File: src/crc_calc_pkg.sv
`default_nettype none
package crc_calc_pkg;

  // byte addresses of the word registers on the bus
  localparam logic [3:0] OFS_DATA    = 4'h0;
  localparam logic [3:0] OFS_SEED    = 4'h4;
  localparam logic [3:0] OFS_CONTROL = 4'h8;
  localparam logic [3:0] OFS_GEN     = 4'hC;

  // checksum_control field positions
  localparam int CTL_RESET_BIT   = 0;
  localparam int CTL_WSEL_LO     = 3;
  localparam int CTL_RIN_LO      = 5;
  localparam int CTL_ROUT_BIT    = 7;

  // reset values
  localparam logic [31:0] RST_CONTROL = 32'h0000_0000;
  localparam logic [31:0] RST_SEED    = 32'hFFFF_FFFF;
  localparam logic [31:0] RST_GEN     = 32'h04C1_1DB7;
  localparam logic [31:0] ALL_ONES    = 32'hFFFF_FFFF;

  // divisor width select codes
  localparam logic [1:0] WSEL_32 = 2'h0;
  localparam logic [1:0] WSEL_16 = 2'h1;
  localparam logic [1:0] WSEL_8  = 2'h2;
  localparam logic [1:0] WSEL_7  = 2'h3;

  // input reversal modes
  localparam logic [1:0] RIN_NONE = 2'h0;
  localparam logic [1:0] RIN_BYTE = 2'h1;
  localparam logic [1:0] RIN_HALF = 2'h2;
  localparam logic [1:0] RIN_WORD = 2'h3;

  // written data size codes, carried beside each queued word
  localparam logic [1:0] DSZ_32 = 2'h0;
  localparam logic [1:0] DSZ_16 = 2'h1;
  localparam logic [1:0] DSZ_8  = 2'h2;

  // byte enable patterns that mark narrow writes
  localparam logic [3:0] BE_BYTE = 4'h1;
  localparam logic [3:0] BE_HALF = 4'h3;

  localparam int FIFO_DEPTH_DEF = 4;
  localparam int FIFO_WIDTH     = 34;

  typedef enum logic [0:0] {
    ST_IDLE = 1'b0,
    ST_RUN  = 1'b1
  } eng_state_t;

endpackage
`default_nettype wire

File: src/crc_calc_unit.sv
`default_nettype none

module crc_fifo #(
  parameter int WIDTH = crc_calc_pkg::FIFO_WIDTH,
  parameter int DEPTH = crc_calc_pkg::FIFO_DEPTH_DEF
) (
  // clock and reset
  input  wire logic             clk,
  input  wire logic             rst,
  // fill side
  input  wire logic             in_valid,
  output logic                  in_ready,
  input  wire logic [WIDTH-1:0] in_data,
  // drain side
  output logic                  out_valid,
  input  wire logic             out_ready,
  output logic      [WIDTH-1:0] out_data
);
  localparam int AW = (DEPTH > 1) ? $clog2(DEPTH) : 1;

  generate
    if (DEPTH < 2 || (DEPTH & (DEPTH - 1)) != 0) begin : g_bad_depth
      $error("crc_fifo depth must be a power of two of at least 2");
    end
  endgenerate

  typedef struct packed {
    logic [DEPTH-1:0][WIDTH-1:0] mem;
    logic [AW-1:0]               wptr;
    logic [AW-1:0]               rptr;
    logic [AW:0]                 count;
  } fifo_state_t;

  fifo_state_t s_r;
  fifo_state_t s_nxt;
  logic        push;
  logic        pop;

  assign in_ready  = (s_r.count != (AW+1)'(DEPTH));
  assign out_valid = (s_r.count != '0);
  assign out_data  = s_r.mem[s_r.rptr];
  assign push      = in_valid && in_ready;
  assign pop       = out_valid && out_ready;

  always_comb begin
    s_nxt = s_r;
    if (push) begin
      s_nxt.mem[s_r.wptr] = in_data;
      s_nxt.wptr          = s_r.wptr + 1'b1;
    end
    if (pop) begin
      s_nxt.rptr = s_r.rptr + 1'b1;
    end
    if (push && !pop) begin
      s_nxt.count = s_r.count + 1'b1;
    end else if (pop && !push) begin
      s_nxt.count = s_r.count - 1'b1;
    end
  end

  always_ff @(posedge clk or posedge rst) begin
    if (rst) begin
      s_r <= '0;
    end else begin
      s_r <= s_nxt;
    end
  end
endmodule

module crc_calc_unit #(
  parameter int FIFO_DEPTH = crc_calc_pkg::FIFO_DEPTH_DEF
) (
  // clock and reset
  input  wire logic        MCLK,
  input  wire logic        RESET,
  // avalon-mm slave
  input  wire logic [3:0]  AVS_ADDRESS,
  input  wire logic        AVS_READ,
  input  wire logic        AVS_WRITE,
  input  wire logic [31:0] AVS_WRITEDATA,
  input  wire logic [3:0]  AVS_BYTEENABLE,
  output logic      [31:0] AVS_READDATA,
  output logic             AVS_WAITREQUEST
);
  localparam int FW = crc_calc_pkg::FIFO_WIDTH;

  generate
    if (FW != 2 + 32) begin : g_bad_width
      $error("queue word must hold the size code and one data word");
    end
  endgenerate

  typedef struct packed {
    logic [31:0]                 checksum_data;
    logic [31:0]                 checksum_seed;
    logic [31:0]                 generator_coefficients;
    logic [1:0]                  divisor_width_sel;
    logic [1:0]                  input_bit_reverse;
    logic                        output_bit_reverse;
    crc_calc_pkg::eng_state_t    state;
    logic [5:0]                  steps;
    logic [31:0]                 work;
    logic                        rd_ack;
    logic [31:0]                 readdata;
  } unit_state_t;

  unit_state_t s_r;
  unit_state_t s_nxt;

  function automatic logic [31:0] rev32(input logic [31:0] d);
    logic [31:0] r;
    r = '0;
    for (int i = 0; i < 32; i++) begin
      r[i] = d[31-i];
    end
    return r;
  endfunction

  function automatic logic [5:0] generator_divisor_bits(input logic [1:0] sel);
    case (sel)
      crc_calc_pkg::WSEL_16: generator_divisor_bits = 6'h10;
      crc_calc_pkg::WSEL_8:  generator_divisor_bits = 6'h08;
      crc_calc_pkg::WSEL_7:  generator_divisor_bits = 6'h07;
      default:               generator_divisor_bits = 6'h20;
    endcase
  endfunction

  function automatic logic [5:0] data_bits(input logic [1:0] dsz);
    case (dsz)
      crc_calc_pkg::DSZ_16: data_bits = 6'h10;
      crc_calc_pkg::DSZ_8:  data_bits = 6'h08;
      default:              data_bits = 6'h20;
    endcase
  endfunction

  // low-bit mask for an n-bit quantity, n from 1 to 32
  function automatic logic [31:0] low_mask(input logic [5:0] n);
    return crc_calc_pkg::ALL_ONES >> (6'h20 - n);
  endfunction

  // input reordering never crosses the written size
  function automatic logic [31:0] reorder_in(input logic [31:0] d,
                                             input logic [1:0]  mode,
                                             input logic [5:0]  n);
    logic [31:0] byte_rev;
    logic [31:0] half_rev;
    logic [31:0] r;
    logic [31:0] rv;
    rv       = rev32(d);
    byte_rev = {rv[7:0], rv[15:8], rv[23:16], rv[31:24]};
    half_rev = {rv[15:0], rv[31:16]};
    case (mode)
      crc_calc_pkg::RIN_BYTE: r = byte_rev;
      crc_calc_pkg::RIN_HALF: r = (n == 6'h08) ? byte_rev : half_rev;
      crc_calc_pkg::RIN_WORD: r = rv >> (6'h20 - n);
      default:                r = d;
    endcase
    return r & low_mask(n);
  endfunction

  // fifo between bus writes and the bit-serial engine
  logic          fifo_in_valid;
  logic          fifo_in_ready;
  logic [FW-1:0] fifo_in_data;
  logic          fifo_out_valid;
  logic          fifo_out_ready;
  logic [FW-1:0] fifo_out_data;

  // bus decode
  logic        hit_data;
  logic        data_wr;
  logic        busy;
  logic [1:0]  wr_size;
  logic [5:0]  pw;
  logic [5:0]  dw;
  logic [31:0] step_val;

  assign hit_data = (AVS_ADDRESS == crc_calc_pkg::OFS_DATA);
  assign data_wr  = AVS_WRITE && hit_data;
  assign busy     = fifo_out_valid || (s_r.state == crc_calc_pkg::ST_RUN);

  always_comb begin
    if (AVS_BYTEENABLE == crc_calc_pkg::BE_BYTE) begin
      wr_size = crc_calc_pkg::DSZ_8;
    end else if (AVS_BYTEENABLE == crc_calc_pkg::BE_HALF) begin
      wr_size = crc_calc_pkg::DSZ_16;
    end else begin
      wr_size = crc_calc_pkg::DSZ_32;
    end
  end

  assign fifo_in_valid  = data_wr;
  assign fifo_in_data   = {wr_size, AVS_WRITEDATA};
  assign fifo_out_ready = (s_r.state == crc_calc_pkg::ST_IDLE);

  // data writes stall only on a full queue; everything else waits for idle
  always_comb begin
    if (data_wr) begin
      AVS_WAITREQUEST = !fifo_in_ready;
    end else if (AVS_WRITE) begin
      AVS_WAITREQUEST = busy;
    end else if (AVS_READ) begin
      AVS_WAITREQUEST = !s_r.rd_ack;
    end else begin
      AVS_WAITREQUEST = 1'b0;
    end
  end

  assign AVS_READDATA = s_r.readdata;

  assign pw       = generator_divisor_bits(s_r.divisor_width_sel);
  assign dw       = data_bits(fifo_out_data[FW-1:FW-2]);
  assign step_val = s_r.work[31]
                  ? ((s_r.work << 1) ^ (s_r.generator_coefficients << (6'h20 - pw)))
                  : (s_r.work << 1);

  crc_fifo #(
    .WIDTH (FW),
    .DEPTH (FIFO_DEPTH)
  ) u_fifo (
    .clk       (MCLK),
    .rst       (RESET),
    .in_valid  (fifo_in_valid),
    .in_ready  (fifo_in_ready),
    .in_data   (fifo_in_data),
    .out_valid (fifo_out_valid),
    .out_ready (fifo_out_ready),
    .out_data  (fifo_out_data)
  );

  always_comb begin
    s_nxt        = s_r;
    s_nxt.rd_ack = 1'b0;

    // engine: both operands left-aligned so any width pairing divides correctly
    case (s_r.state)
      crc_calc_pkg::ST_IDLE: begin
        if (fifo_out_valid) begin
          s_nxt.work  = (s_r.checksum_data << (6'h20 - pw))
                      ^ (reorder_in(fifo_out_data[31:0], s_r.input_bit_reverse, dw)
                         << (6'h20 - dw));
          s_nxt.steps = dw;
          s_nxt.state = crc_calc_pkg::ST_RUN;
        end
      end
      crc_calc_pkg::ST_RUN: begin
        s_nxt.work  = step_val;
        s_nxt.steps = s_r.steps - 6'h01;
        if (s_r.steps == 6'h01) begin
          s_nxt.checksum_data = (step_val >> (6'h20 - pw)) & low_mask(pw);
          s_nxt.state         = crc_calc_pkg::ST_IDLE;
        end
      end
      default: begin
        s_nxt.state = crc_calc_pkg::ST_IDLE;
      end
    endcase

    // register writes, taken only while the engine is idle
    if (AVS_WRITE && !busy) begin
      case (AVS_ADDRESS)
        crc_calc_pkg::OFS_SEED: begin
          s_nxt.checksum_seed = AVS_WRITEDATA;
        end
        crc_calc_pkg::OFS_GEN: begin
          s_nxt.generator_coefficients = AVS_WRITEDATA;
        end
        crc_calc_pkg::OFS_CONTROL: begin
          s_nxt.divisor_width_sel  =
            AVS_WRITEDATA[crc_calc_pkg::CTL_WSEL_LO +: 2];
          s_nxt.input_bit_reverse  =
            AVS_WRITEDATA[crc_calc_pkg::CTL_RIN_LO +: 2];
          s_nxt.output_bit_reverse =
            AVS_WRITEDATA[crc_calc_pkg::CTL_ROUT_BIT];
          if (AVS_WRITEDATA[crc_calc_pkg::CTL_RESET_BIT]) begin
            // seed loads at once, so the reset bit never stays set
            s_nxt.checksum_data = s_r.checksum_seed
                                & low_mask(generator_divisor_bits(
                                    AVS_WRITEDATA[crc_calc_pkg::CTL_WSEL_LO +: 2]));
          end
        end
        default: begin
        end
      endcase
    end

    // reads answer one cycle after the bus finds the engine idle
    if (AVS_READ && !s_r.rd_ack && !busy) begin
      s_nxt.rd_ack = 1'b1;
      case (AVS_ADDRESS)
        crc_calc_pkg::OFS_DATA: begin
          s_nxt.readdata = s_r.output_bit_reverse
                         ? rev32(s_r.checksum_data) : s_r.checksum_data;
        end
        crc_calc_pkg::OFS_SEED: begin
          s_nxt.readdata = s_r.checksum_seed;
        end
        crc_calc_pkg::OFS_GEN: begin
          s_nxt.readdata = s_r.generator_coefficients;
        end
        crc_calc_pkg::OFS_CONTROL: begin
          s_nxt.readdata = '0;
          s_nxt.readdata[crc_calc_pkg::CTL_WSEL_LO +: 2] = s_r.divisor_width_sel;
          s_nxt.readdata[crc_calc_pkg::CTL_RIN_LO +: 2]  = s_r.input_bit_reverse;
          s_nxt.readdata[crc_calc_pkg::CTL_ROUT_BIT]     = s_r.output_bit_reverse;
        end
        default: begin
          s_nxt.readdata = '0;
        end
      endcase
    end
  end

  always_ff @(posedge MCLK or posedge RESET) begin
    if (RESET) begin
      s_r.checksum_data          <= crc_calc_pkg::RST_SEED;
      s_r.checksum_seed          <= crc_calc_pkg::RST_SEED;
      s_r.generator_coefficients <= crc_calc_pkg::RST_GEN;
      s_r.divisor_width_sel      <= 2'h0;
      s_r.input_bit_reverse      <= 2'h0;
      s_r.output_bit_reverse     <= 1'b0;
      s_r.state                  <= crc_calc_pkg::ST_IDLE;
      s_r.steps                  <= 6'h00;
      s_r.work                   <= 32'h0000_0000;
      s_r.rd_ack                 <= 1'b0;
      s_r.readdata               <= 32'h0000_0000;
    end else begin
      s_r <= s_nxt;
    end
  end
endmodule

`default_nettype wire

File: config.mk
export PLATFORM = sky130hd
export DESIGN_NAME = crc_calc_unit
export DESIGN_NICKNAME = d
export VERILOG_FILES = /design/src/crc_calc_pkg.sv /design/src/crc_calc_unit.sv
export SDC_FILE = /design/constraint.sdc
export NUM_CORES = 1
export LEC_CHECK = 0
export BUFFER_PORTS_ARGS = -buffer_cell sky130_fd_sc_hd__clkbuf_2
export CAP_MARGIN = 20
export CELL_PAD_IN_SITES_DETAIL_PLACEMENT = 0
export CELL_PAD_IN_SITES_GLOBAL_PLACEMENT = 1
export CORE_UTILIZATION = 54
export CTS_CLUSTER_SIZE = 30
export DETAILED_ROUTE_END_ITERATION = 16
export GPL_TIMING_DRIVEN = 0
export PLACE_DENSITY = 0.94
export SYNTH_ARGS = -nofsm -noshare
export SYNTH_HDL_FRONTEND = slang
export SYNTH_SLANG_ARGS = --single-unit
File: constraint.sdc
create_clock -name MCLK -period 27 [get_ports MCLK]
set_clock_uncertainty 0.1 [all_clocks]
set_input_delay 0 -clock MCLK [delete_from_list [all_inputs] [get_ports MCLK]]
set_output_delay 0 -clock MCLK [all_outputs]
set_load 0.02 [all_outputs]
Word level (Yosys, flattened, before mapping)
Cells that the tools add are included.
{ "totals": {"reg_bits": 316, "mem_bits_rw": 0, "in_bits": 44, "mem_count": 0, "rom_bits": 0, "latch_bits": 0, "out_inout_bits": 33} }
{ "classes": {"reduce_logical": 21, "mux": 37, "n_lt_le_gt_ge": 3, "bitwise_logic": 6, "n_div": 0, "n_shift": 8, "n_eq_ne": 20, "multipliers": 0, "n_addsub": 8} }
{ "op_table": {"columns": ["operator", "count"], "rows": [
  ["$mux W32", 11],
  ["$bwmux W136", 1],
  ["$pmux W32 S4", 1],
  ["$mux W101", 1],
  ["$and A32 B32 Y32", 3],
  ["$pmux W32 S3", 1],
  ["$shl A32 B6 Y32", 3],
  ["$shr A32 B6 Y32 const A", 3],
  ["$pmux W39 S2", 1],
  ["$bmux W34 S2", 1],
  ["$demux W34 S2", 1],
  ["$mux W34", 2],
  ["$shr A32 B6 Y32", 2],
  ["$xor A32 B32 Y32", 2],
  ["$mux W39", 1],
  ["$pmux W6 S3", 2],
  ["$mux W33", 1],
  ["$mux W6", 3],
  ["$sub A6 B6 Y6 const A", 3],
  ["$eq A2 B2 Y1 const B", 7],
  ["$pmux W6 S2", 1],
  ["$logic_and A1 B1 Y1", 9],
  ["$eq A2 B1 Y1 const B", 4],
  ["$eq A4 B4 Y1 const B", 2],
  ["other kinds (24)", 37]
]} }

Logic depth before layout (Yosys ltp)
Gate-level depths: netlist of the first run.
{ "depth": {"word_depth": 14, "mapped_depth": 19, "ltp_nobuf": 11} }

Cells and area by module
Synthesis of the first run repeated with hierarchy kept, for this count alone.
{ "hier_totals": {"cells_unflattened": 1726, "area_unflattened_um2": 19048.3} }
{ "modules_own_cells": {"columns": ["mod", "n_inst", "area_each_um2", "seq_area_each_um2", "cells_per_inst"], "rows": [
  ["crc_calc_unit", 1, 12137.9, 4426.7, 1359],
  ["crc_fifo", 1, 6910.4, 3578.4, 367]
]} }

Worst setup path before layout of the first run
Ideal clock, no wire load.
{ "synth_timing": {"path_kind": "register -> register", "from": "reg u_fifo.s_r[3] (netlist name)", "to": "reg s_r[53] (netlist name)", "setup_time_ps": 144, "slack_ps": 22572, "n_path_buf": 5, "stages_incl_launch_ff": 17, "t_arrival_ps": 4184, "required_time_ps": 26756, "cell_sequence": "dfrtp_1 -> buf_6 -> buf_2 -> buf_2 -> buf_2 -> mux4_2 -> inv_1 -> ha_1 -> ha_1 -> clkbuf_1 -> and4bb_2 -> and3_1 -> a211o_1 -> o22ai_2 -> mux2_1 -> a2111oi_1 -> a221oi_2"} }
{ "synth_between": {"elab_chain_len": 14, "word_cells_on_any_way": 18, "classes_between": "add/sub (1); eq/ne (3); shift (3); mux (9); bitwise (2)"} }
{ "synth_lines": {"columns": ["element", "line", "text"], "rows": [
  ["start, declared", "crc_calc_unit.sv:34", "fifo_state_t s_r;"],
  ["start signal, assigned", "crc_calc_unit.sv:65", "s_r <= s_nxt;"],
  ["$bmux W34 S2 *", "crc_calc_unit.sv:41", "assign out_data = s_r.mem[s_r.rptr];"],
  ["$mux W34 (not written as such) *", "crc_calc_unit.sv:41", null],
  ["$eq A2 B2 Y1 / $eq A2 B1 Y1 (equally long branches)", "crc_calc_unit.sv:129", "case (dsz)"],
  ["$pmux W6 S2", "crc_calc_unit.sv:129", null],
  ["$sub A6 B6 Y6 / $eq A6 B4 Y1 (equally long branches)", null, null],
  ["$shr A32 B6 Y32 / $mux W32 (equally long branches)", "crc_calc_unit.sv:155, crc_calc_unit.sv:154", null],
  ["$pmux W32 S3", "crc_calc_unit.sv:152", "case (mode)"],
  ["$mux W32", "crc_calc_unit.sv:238", "if (fifo_out_valid) begin"],
  ["$mux W32", "crc_calc_unit.sv:236", "case (s_r.state)"],
  ["$and A32 B32 Y32", "crc_calc_unit.sv:158", "return r & low_mask(n);"],
  ["$shl A32 B6 Y32 *", "crc_calc_unit.sv:240", "^ (reorder_in(fifo_out_data[31:0], s_r.input_bit_reverse, dw)"],
  ["$xor A32 B32 Y32 *", "crc_calc_unit.sv:240", null],
  ["$mux W39 *", "crc_calc_unit.sv:238", null],
  ["$pmux W39 S2 *", "crc_calc_unit.sv:236", null],
  ["end signal, assigned", "crc_calc_unit.sv:328", "s_r <= s_nxt;"],
  ["end, declared", "crc_calc_unit.sv:107", "unit_state_t s_r;"]
]} }
Every way passes the cells marked *; elsewhere a longest branch is shown, timed or not. The select of a mux whose other input is x is not followed.
A chain may end at the register's enable or synchronous reset.

Worst setup path in the final report of the first run
{ "layout_timing": {"from": "reg u_fifo.s_r[3] (netlist name)", "to": "reg s_r[60] (netlist name)"} }
Same word-level chain as after synthesis.

==> flow_metrics.env, run 1 <==
export IMPL_status="complete, no violations"
export IMPL_synth_common_cells="dfrtp_1 (238), mux2_2 (205), nand2_1 (185)"
export IMPL_syn_avg_cell_area_um2=10.7
export IMPL_synth_most_common_cell="dfrtp_1"
export IMPL_max_stage_delay_ns=0.83
export IMPL_final_util_pct=62.4
export IMPL_cts_buffers=37
export IMPL_critPathSlowestCell="nor3_1"
export IMPL_grt_overflow=0
export IMPL_critPathArrivalTime_ns=6.57
export IMPL_antenna_found_initial=0
export IMPL_placed_cell_area_mm2=0.0204
export IMPL_cts_resized=0
export IMPL_vdd_drop_max_uv=75.4
export IMPL_timing_critical_path_buf_inv=6
export IMPL_fillCellCount=2784
export IMPL_worst_r2r_endpoint="s_r[60]"
export IMPL_die_area_mm2=0.0367
export IMPL_post_route_period_util_pct=23.1
export IMPL_placed_cells=2355
export IMPL_grt_pass1_vias=16200
export IMPL_firstDrtPassIters=8
export IMPL_p_leak_nw=9.26
export IMPL_synth_net_count=1872
export IMPL_clock_sinks=316
export IMPL_ys_dominant_reg_cell="dfrtp_1"
export IMPL_drt_wirelength_per_cell_um=31.0
export IMPL_async_flop_share_pct=100
export IMPL_maxSlewViolCount=0
export IMPL_finalSetupTns_ns=0
export IMPL_worstPathCellList="buf_6 -> buf_2 -> buf_2 -> buf_2 -> mux4_2 -> ha_1 -> ha_1 -> clkbuf_1 -> nor2b_1 -> buf_2 -> nand3_1 -> nor3_1 -> o2111ai_1 -> a221oi_2 -> mux2i_1 -> a311o_1"
export IMPL_min_path_type="in -> reg"
export IMPL_cellPowerDensity_mw_per_mm2=79.7
export IMPL_routabilityCongestion=1.03
export IMPL_final_nets=2033
export IMPL_die_w_um=191
export IMPL_finalHoldViolCount=0
export IMPL_holdPathStages=4
export IMPL_coreArea_mm2=0.0355
export IMPL_synth_area_mm2=0.0194
export IMPL_postSynthCellCount=1816
export IMPL_worstPathMaxFanout=10
export IMPL_worstMarginPinSlew_ns=1.19
export IMPL_h_tree_depth=2
export IMPL_synthDistinctLibCells=83
export IMPL_hold_path_end="u_fifo.s_r[5]"
export IMPL_path_clk_slew_ns=0.06
export IMPL_instances_no_fill=2468
export IMPL_ant_nets=0
export IMPL_grt_setup_unrepaired="no"
export IMPL_dpl_hpwl_mm=56.7
export IMPL_maxCapViolations=0
export IMPL_ys_seq_elements=316
export IMPL_ios=77
export IMPL_wl_mm=76.5
export IMPL_r2r_cells=16
export IMPL_route_detailed_drc=0
export IMPL_clockBufferDepth=3
export IMPL_min_period_ns=6.22
export IMPL_hp_start="AVS_WRITE"
export IMPL_area_growth_pct=14.2
export IMPL_seq_area_frac_synth_pct=41.3
export IMPL_cts_root_buf="clkbuf_16"
export IMPL_crit_family="buffers and inverters"
export IMPL_grtUsageTotal_pct=42.5
export IMPL_dieHeight_um=191
export IMPL_vias_per_cell=6.89
export IMPL_cts_tree="built"
export IMPL_rows=69
export IMPL_slew_headroom_pct=20.6
export IMPL_max_freq_mhz=161
export IMPL_endpoint_kind="flip-flop"
export IMPL_synth_area_leaders="dfrtp_1 (31%), mux2_2 (12%), dfstp_2 (11%)"
export IMPL_design_area_mm2=0.0221
export IMPL_grt_max_degree=129
export IMPL_finalSetupViolations=0
export IMPL_synth_edf_count=0
export IMPL_cp_required_ns=27.35
export IMPL_drive_above_1_share_pct=29.7
export IMPL_drt_first_iter_violations=2288
export IMPL_synth_top_area_share_pct=30.7
export IMPL_start_util_pct=54.6
export IMPL_yosysTopAreaCell="dfrtp_1"
export IMPL_clock_latency_ns=0.58
export IMPL_grt_pass1_wl_mm=111
export IMPL_path_common_cell="buf_2"
export IMPL_ys_warn_count=0
export IMPL_r2r_start="u_fifo.s_r[3]"
export IMPL_reg2reg_slack_ns=20.78
export IMPL_portBuffers=74
export IMPL_worst_setup_path_type="reg -> reg"
export IMPL_startpoint_type="flip-flop"
export IMPL_dr_total_vias=17000
final cells by class:
cell class                 count  area (um2)  share of cell area (%)
multi-input combinational   1294       10300                    46.7
buffer                       179         937                    4.23
clock inverter                11         163                   0.735
antenna                        4        10.0                  0.0452
sequential                   316        8010                    36.2
clock buffer                  54        1110                    5.03
timing repair buffer         122         876                    3.96
tap                          461         577                    2.61
inverter                      27         109                   0.492
sequential cells by signal, indices dropped and copies added, names as in the netlist:
register	count
AVS_READDATA	32
u_fifo.s_r	143
s_r	141
where the power goes:
part           internal [mW]  switching (mW)
Sequential             0.563          0.0876
Combinational          0.240           0.340
Clock                  0.324           0.210
worst max path at each step:
| stage | depth (start not counted) | to | start |
|---|---|---|---|
| 6_report | 16 | s_r[60] | u_fifo.s_r[3] |
| 5_1_grt | 17 | s_r[62] | u_fifo.s_r[3] |
| 4_1_cts | 16 | s_r[60] | u_fifo.s_r[3] |
| 3_5_place_dp | 17 | s_r[62] | u_fifo.s_r[3] |
| 2_1_floorplan | 1 | AVS_READDATA[0] | RESET |
| 3_3_place_gp | 2 | AVS_READDATA[11] | RESET |
routing by layer:
layer  vias to the layer above  wire length, um  global-route usage [%]
met5                         -              124                    2.75
met4                         2             2900                    14.6
met3                       185            10900                    16.9
met2                      1247            32200                    60.2
met1                      8569            30300                    58.7
li1                       7003                -                       -
repair_timing:
action | in CTS | in global routing
endpoints found under the setup margin | 0 | 0
hold buffers | 44 | 0
buffers inserted | 0 | 0
endpoints found under the hold margin | 291 | 0
kinds of logic after synthesis:
logic type                 synth area share (%)
muxes                                      25.8
DFF                                        41.3
AOI/OAI and AO/OA                          13.9
xor gates and xnor gates                   2.94
and+or+nand+nor                            9.90
adders and majority gates                 0.813
buffers and inverters                      5.36
metrics by stage:
stage | power, mW | worst slack (ns) | hold WS (ns)
floorplan | 0.999 | 18.29 | 0.0506
global placement | 1.18 | 15.13 | 0.231
detailed placement | 1.20 | 21.13 | 0.0271
CTS | 1.74 | 21.09 | 0.0287
global route | 1.81 | 20.79 | 0.0710
finish | 1.76 | 20.78 | 0.0503
cell usage in the layout (no fill, tap or decap), types with 11 or more instances in the layout:
cell / instances
a211oi_1: 11
a21oi_1: 84
a221oi_1: 53
a22oi_1: 12
a31oi_1: 14
and2_1: 12
buf_1: 11
buf_2: 33
buf_4: 34
clkbuf_1: 99
clkbuf_16: 39
clkbuf_2: 74
dfrtp_1: 238
dfstp_2: 78
dlygate4sd3_1: 44
ha_1: 11
inv_1: 23
mux2_2: 205
mux2i_1: 88
mux4_2: 74
nand2_1: 185
nand3_1: 22
nor2_1: 130
nor3_1: 27
o211ai_1: 13
o21ai_0: 134
o22ai_1: 21
xnor2_1: 31
xor2_1: 34
worst reg2reg max path, stage by stage (launching register included):
cell and delay [ns]:
dfrtp_1 0.34, buf_6 0.18, buf_2 0.31, buf_2 0.35, buf_2 0.37, mux4_2 0.57
ha_1 0.60, ha_1 0.32, clkbuf_1 0.25, nor2b_1 0.16, buf_2 0.24, nand3_1 0.29
nor3_1 0.83, o2111ai_1 0.26, a221oi_2 0.50, mux2i_1 0.14, a311o_1 0.29
(Power assumes the default switching activity.)
==> inputs of run 2 (changes only) <==
CORE_UTILIZATION = 46   (was 54)
PLACE_DENSITY = 0.86   (was 0.94)
clock period = 5.53 ns   (was 27 ns; I/O delays follow)
==> flow_metrics.env, run 2 (synthesis gave the netlist of run 1 again) <==
export IMPL_worstPathMaxFanout=19
export IMPL_largest_reg_flops=143
export IMPL_cts_tree="built"
export IMPL_dr_total_vias=16800
export IMPL_final_common_cell="dfrtp_1"
export IMPL_ios=77
export IMPL_critPathArrivalTime_ns=5.68
export IMPL_area_growth_pct=15.3
export IMPL_final_nets=2038
export IMPL_max_freq_mhz=187
export IMPL_rows=74
export IMPL_worstMarginPinSlew_ns=1.13
export IMPL_top_register="u_fifo.s_r"
export IMPL_path_common_cell="buf_2"
export IMPL_seq_power_share_pct=36.9
export IMPL_clock_sinks=316
export IMPL_switchingPower_mw=3.21
export IMPL_antenna_found_initial=3
export IMPL_design_area_mm2=0.0224
export IMPL_top_usage_layer="met1"
export IMPL_grt_setup_unrepaired="no"
export IMPL_power_internal_mw=5.41
export IMPL_slew_headroom_pct=24.3
export IMPL_startpoint_type="flip-flop"
export IMPL_grtUsageTotal_pct=36.2
export IMPL_finalHoldViolCount=0
export IMPL_h_tree_depth=2
export IMPL_grt_pass1_wl_mm=114
export IMPL_timing_critical_path_buf_inv=7
export IMPL_die_area_mm2=0.0430
export IMPL_portBuffers=74
export IMPL_die_w_um=207
export IMPL_use_met2_pct=51.5
export IMPL_ant_nets=0
export IMPL_cts_root_buf="clkbuf_16"
export IMPL_layout_common_cells="dfrtp_1 (238), mux2_2 (205), nand2_1 (185)"
export IMPL_crit_family="buffers and inverters"
export IMPL_max_stage_delay_ns=0.58
export IMPL_endpoint_kind="flip-flop"
export IMPL_vias_per_cell=6.59
export IMPL_firstDrtPassIters=5
export IMPL_cellPowerDensity_mw_per_mm2=386
export IMPL_start_util_pct=47.0
export IMPL_status="complete, no violations"
export IMPL_dpl_hpwl_mm=59.0
export IMPL_maxSlewViolCount=0
export IMPL_drt_wirelength_per_cell_um=30.7
export IMPL_route_detailed_drc=0
export IMPL_grt_max_degree=47
export IMPL_p_clk_share_pct=29.5
export IMPL_cp_required_ns=5.86
export IMPL_coreArea_mm2=0.0412
export IMPL_antenna_cells=0
export IMPL_p_sw_share_pct=37.3
export IMPL_dieHeight_um=207
export IMPL_critPathSlowestCell="mux4_2"
export IMPL_placed_cell_area_mm2=0.0206
export IMPL_grtUsageMet3_pct=10.1
export IMPL_worstPathCellList="buf_6 -> buf_4 -> buf_2 -> mux4_2 -> inv_1 -> ha_2 -> ha_1 -> clkbuf_1 -> nor2b_1 -> buf_2 -> nand3_1 -> clkbuf_2 -> nor2_1 -> o221ai_1 -> a221oi_2 -> xnor2_1 -> o21ai_0"
export IMPL_fin_hold_ws_ns=0.0683
export IMPL_drive_above_1_share_pct=30.3
export IMPL_post_route_period_util_pct=96.8
export IMPL_grt_overflow=0
export IMPL_worst_setup_path_type="reg -> reg"
export IMPL_use_met1_pct=52.4
export IMPL_clock_latency_ns=0.58
export IMPL_clockBufferDepth=3
export IMPL_postCtsSetupRepairBufs=0
export IMPL_min_period_ns=5.35
export IMPL_drt_first_iter_violations=2053
export IMPL_p_leak_nw=9.28
export IMPL_finalSetupTns_ns=0
export IMPL_routabilityCongestion=1.04
export IMPL_wl_mm=77.9
export IMPL_min_path_type="in -> reg"
export IMPL_vdd_drop_max_uv=369
export IMPL_path_clk_slew_ns=0.06
export IMPL_maxCapViolations=0
export IMPL_finalSetupViolations=0
export IMPL_power_frac_comb_pct=33.7
export IMPL_cts_buffers=37
export IMPL_grt_pass1_vias=16200
-- run 2: metrics by stage --
stage | total power [mW] | utilization (%) | worst slack [ns] | cells
after floorplan | 4.88 | - | 1.10 | 1816
after global placement | 5.84 | 49.6 | -0.626 | 2422
after detailed placement | 5.92 | 50.0 | -0.329 | 2432
after CTS | 8.52 | 54.3 | 0.00176 | 2543
after global routing | 8.88 | 54.2 | 0.0546 | 2542
final | 8.62 | 54.2 | 0.177 | 2542
-- run 2: metal layers --
metal  vias up  part of all wire [%]
li1       7002                     -
met1      8505                    43
met2      1051                    42
met3       191                    11
met4         4                   4.0
met5         -                 0.036
-- run 2: final timing paths --
kind / from / end / slack [ns] / depth (start not counted)
max: u_fifo.s_r[3] / s_r[63] / 0.18 / 17
min: AVS_WRITEDATA[3] / s_r[112] / 0.07 / 2
max reg2reg: u_fifo.s_r[3] / s_r[63] / 0.18 / 17
min reg2reg: u_fifo.s_r[142] / u_fifo.s_r[142] / 0.37 / 2
max in group asynchronous: RESET / u_fifo.s_r[6] / 3.60 / 7
min in group asynchronous: RESET / s_r[58] / 0.52 / 4
-- run 2: power by group through the flow --
stage	Clock (mW)	Combinational [mW]	Sequential [mW]
2_1_floorplan	0	1.86	3.01
3_3_place_gp	0	2.70	3.14
3_5_place_dp	0	2.75	3.18
4_1_cts	2.56	2.81	3.15
5_1_grt	2.65	3.02	3.21
6_report	2.54	2.90	3.18
-- run 2: final cells by class --
cell class              count  area [um2]
clock inverters            16         183
fillers                  3595       18900
inverters                  27         105
plain buffers             178         936
multi-input cells        1294       10400
well taps                 532         666
repair buffers            128         993
flip-flops and latches    316        8010
clock buffers              51        1070
-- run 2: timing repair --
item / in CTS / in global routing
endpoints found under the hold margin: 302 / 0
endpoints found under the setup margin: 15 / 26
resized for setup: 10 / 1
hold buffers: 44 / 0
cloned: 0 / 0
pin swaps: 0 / 1
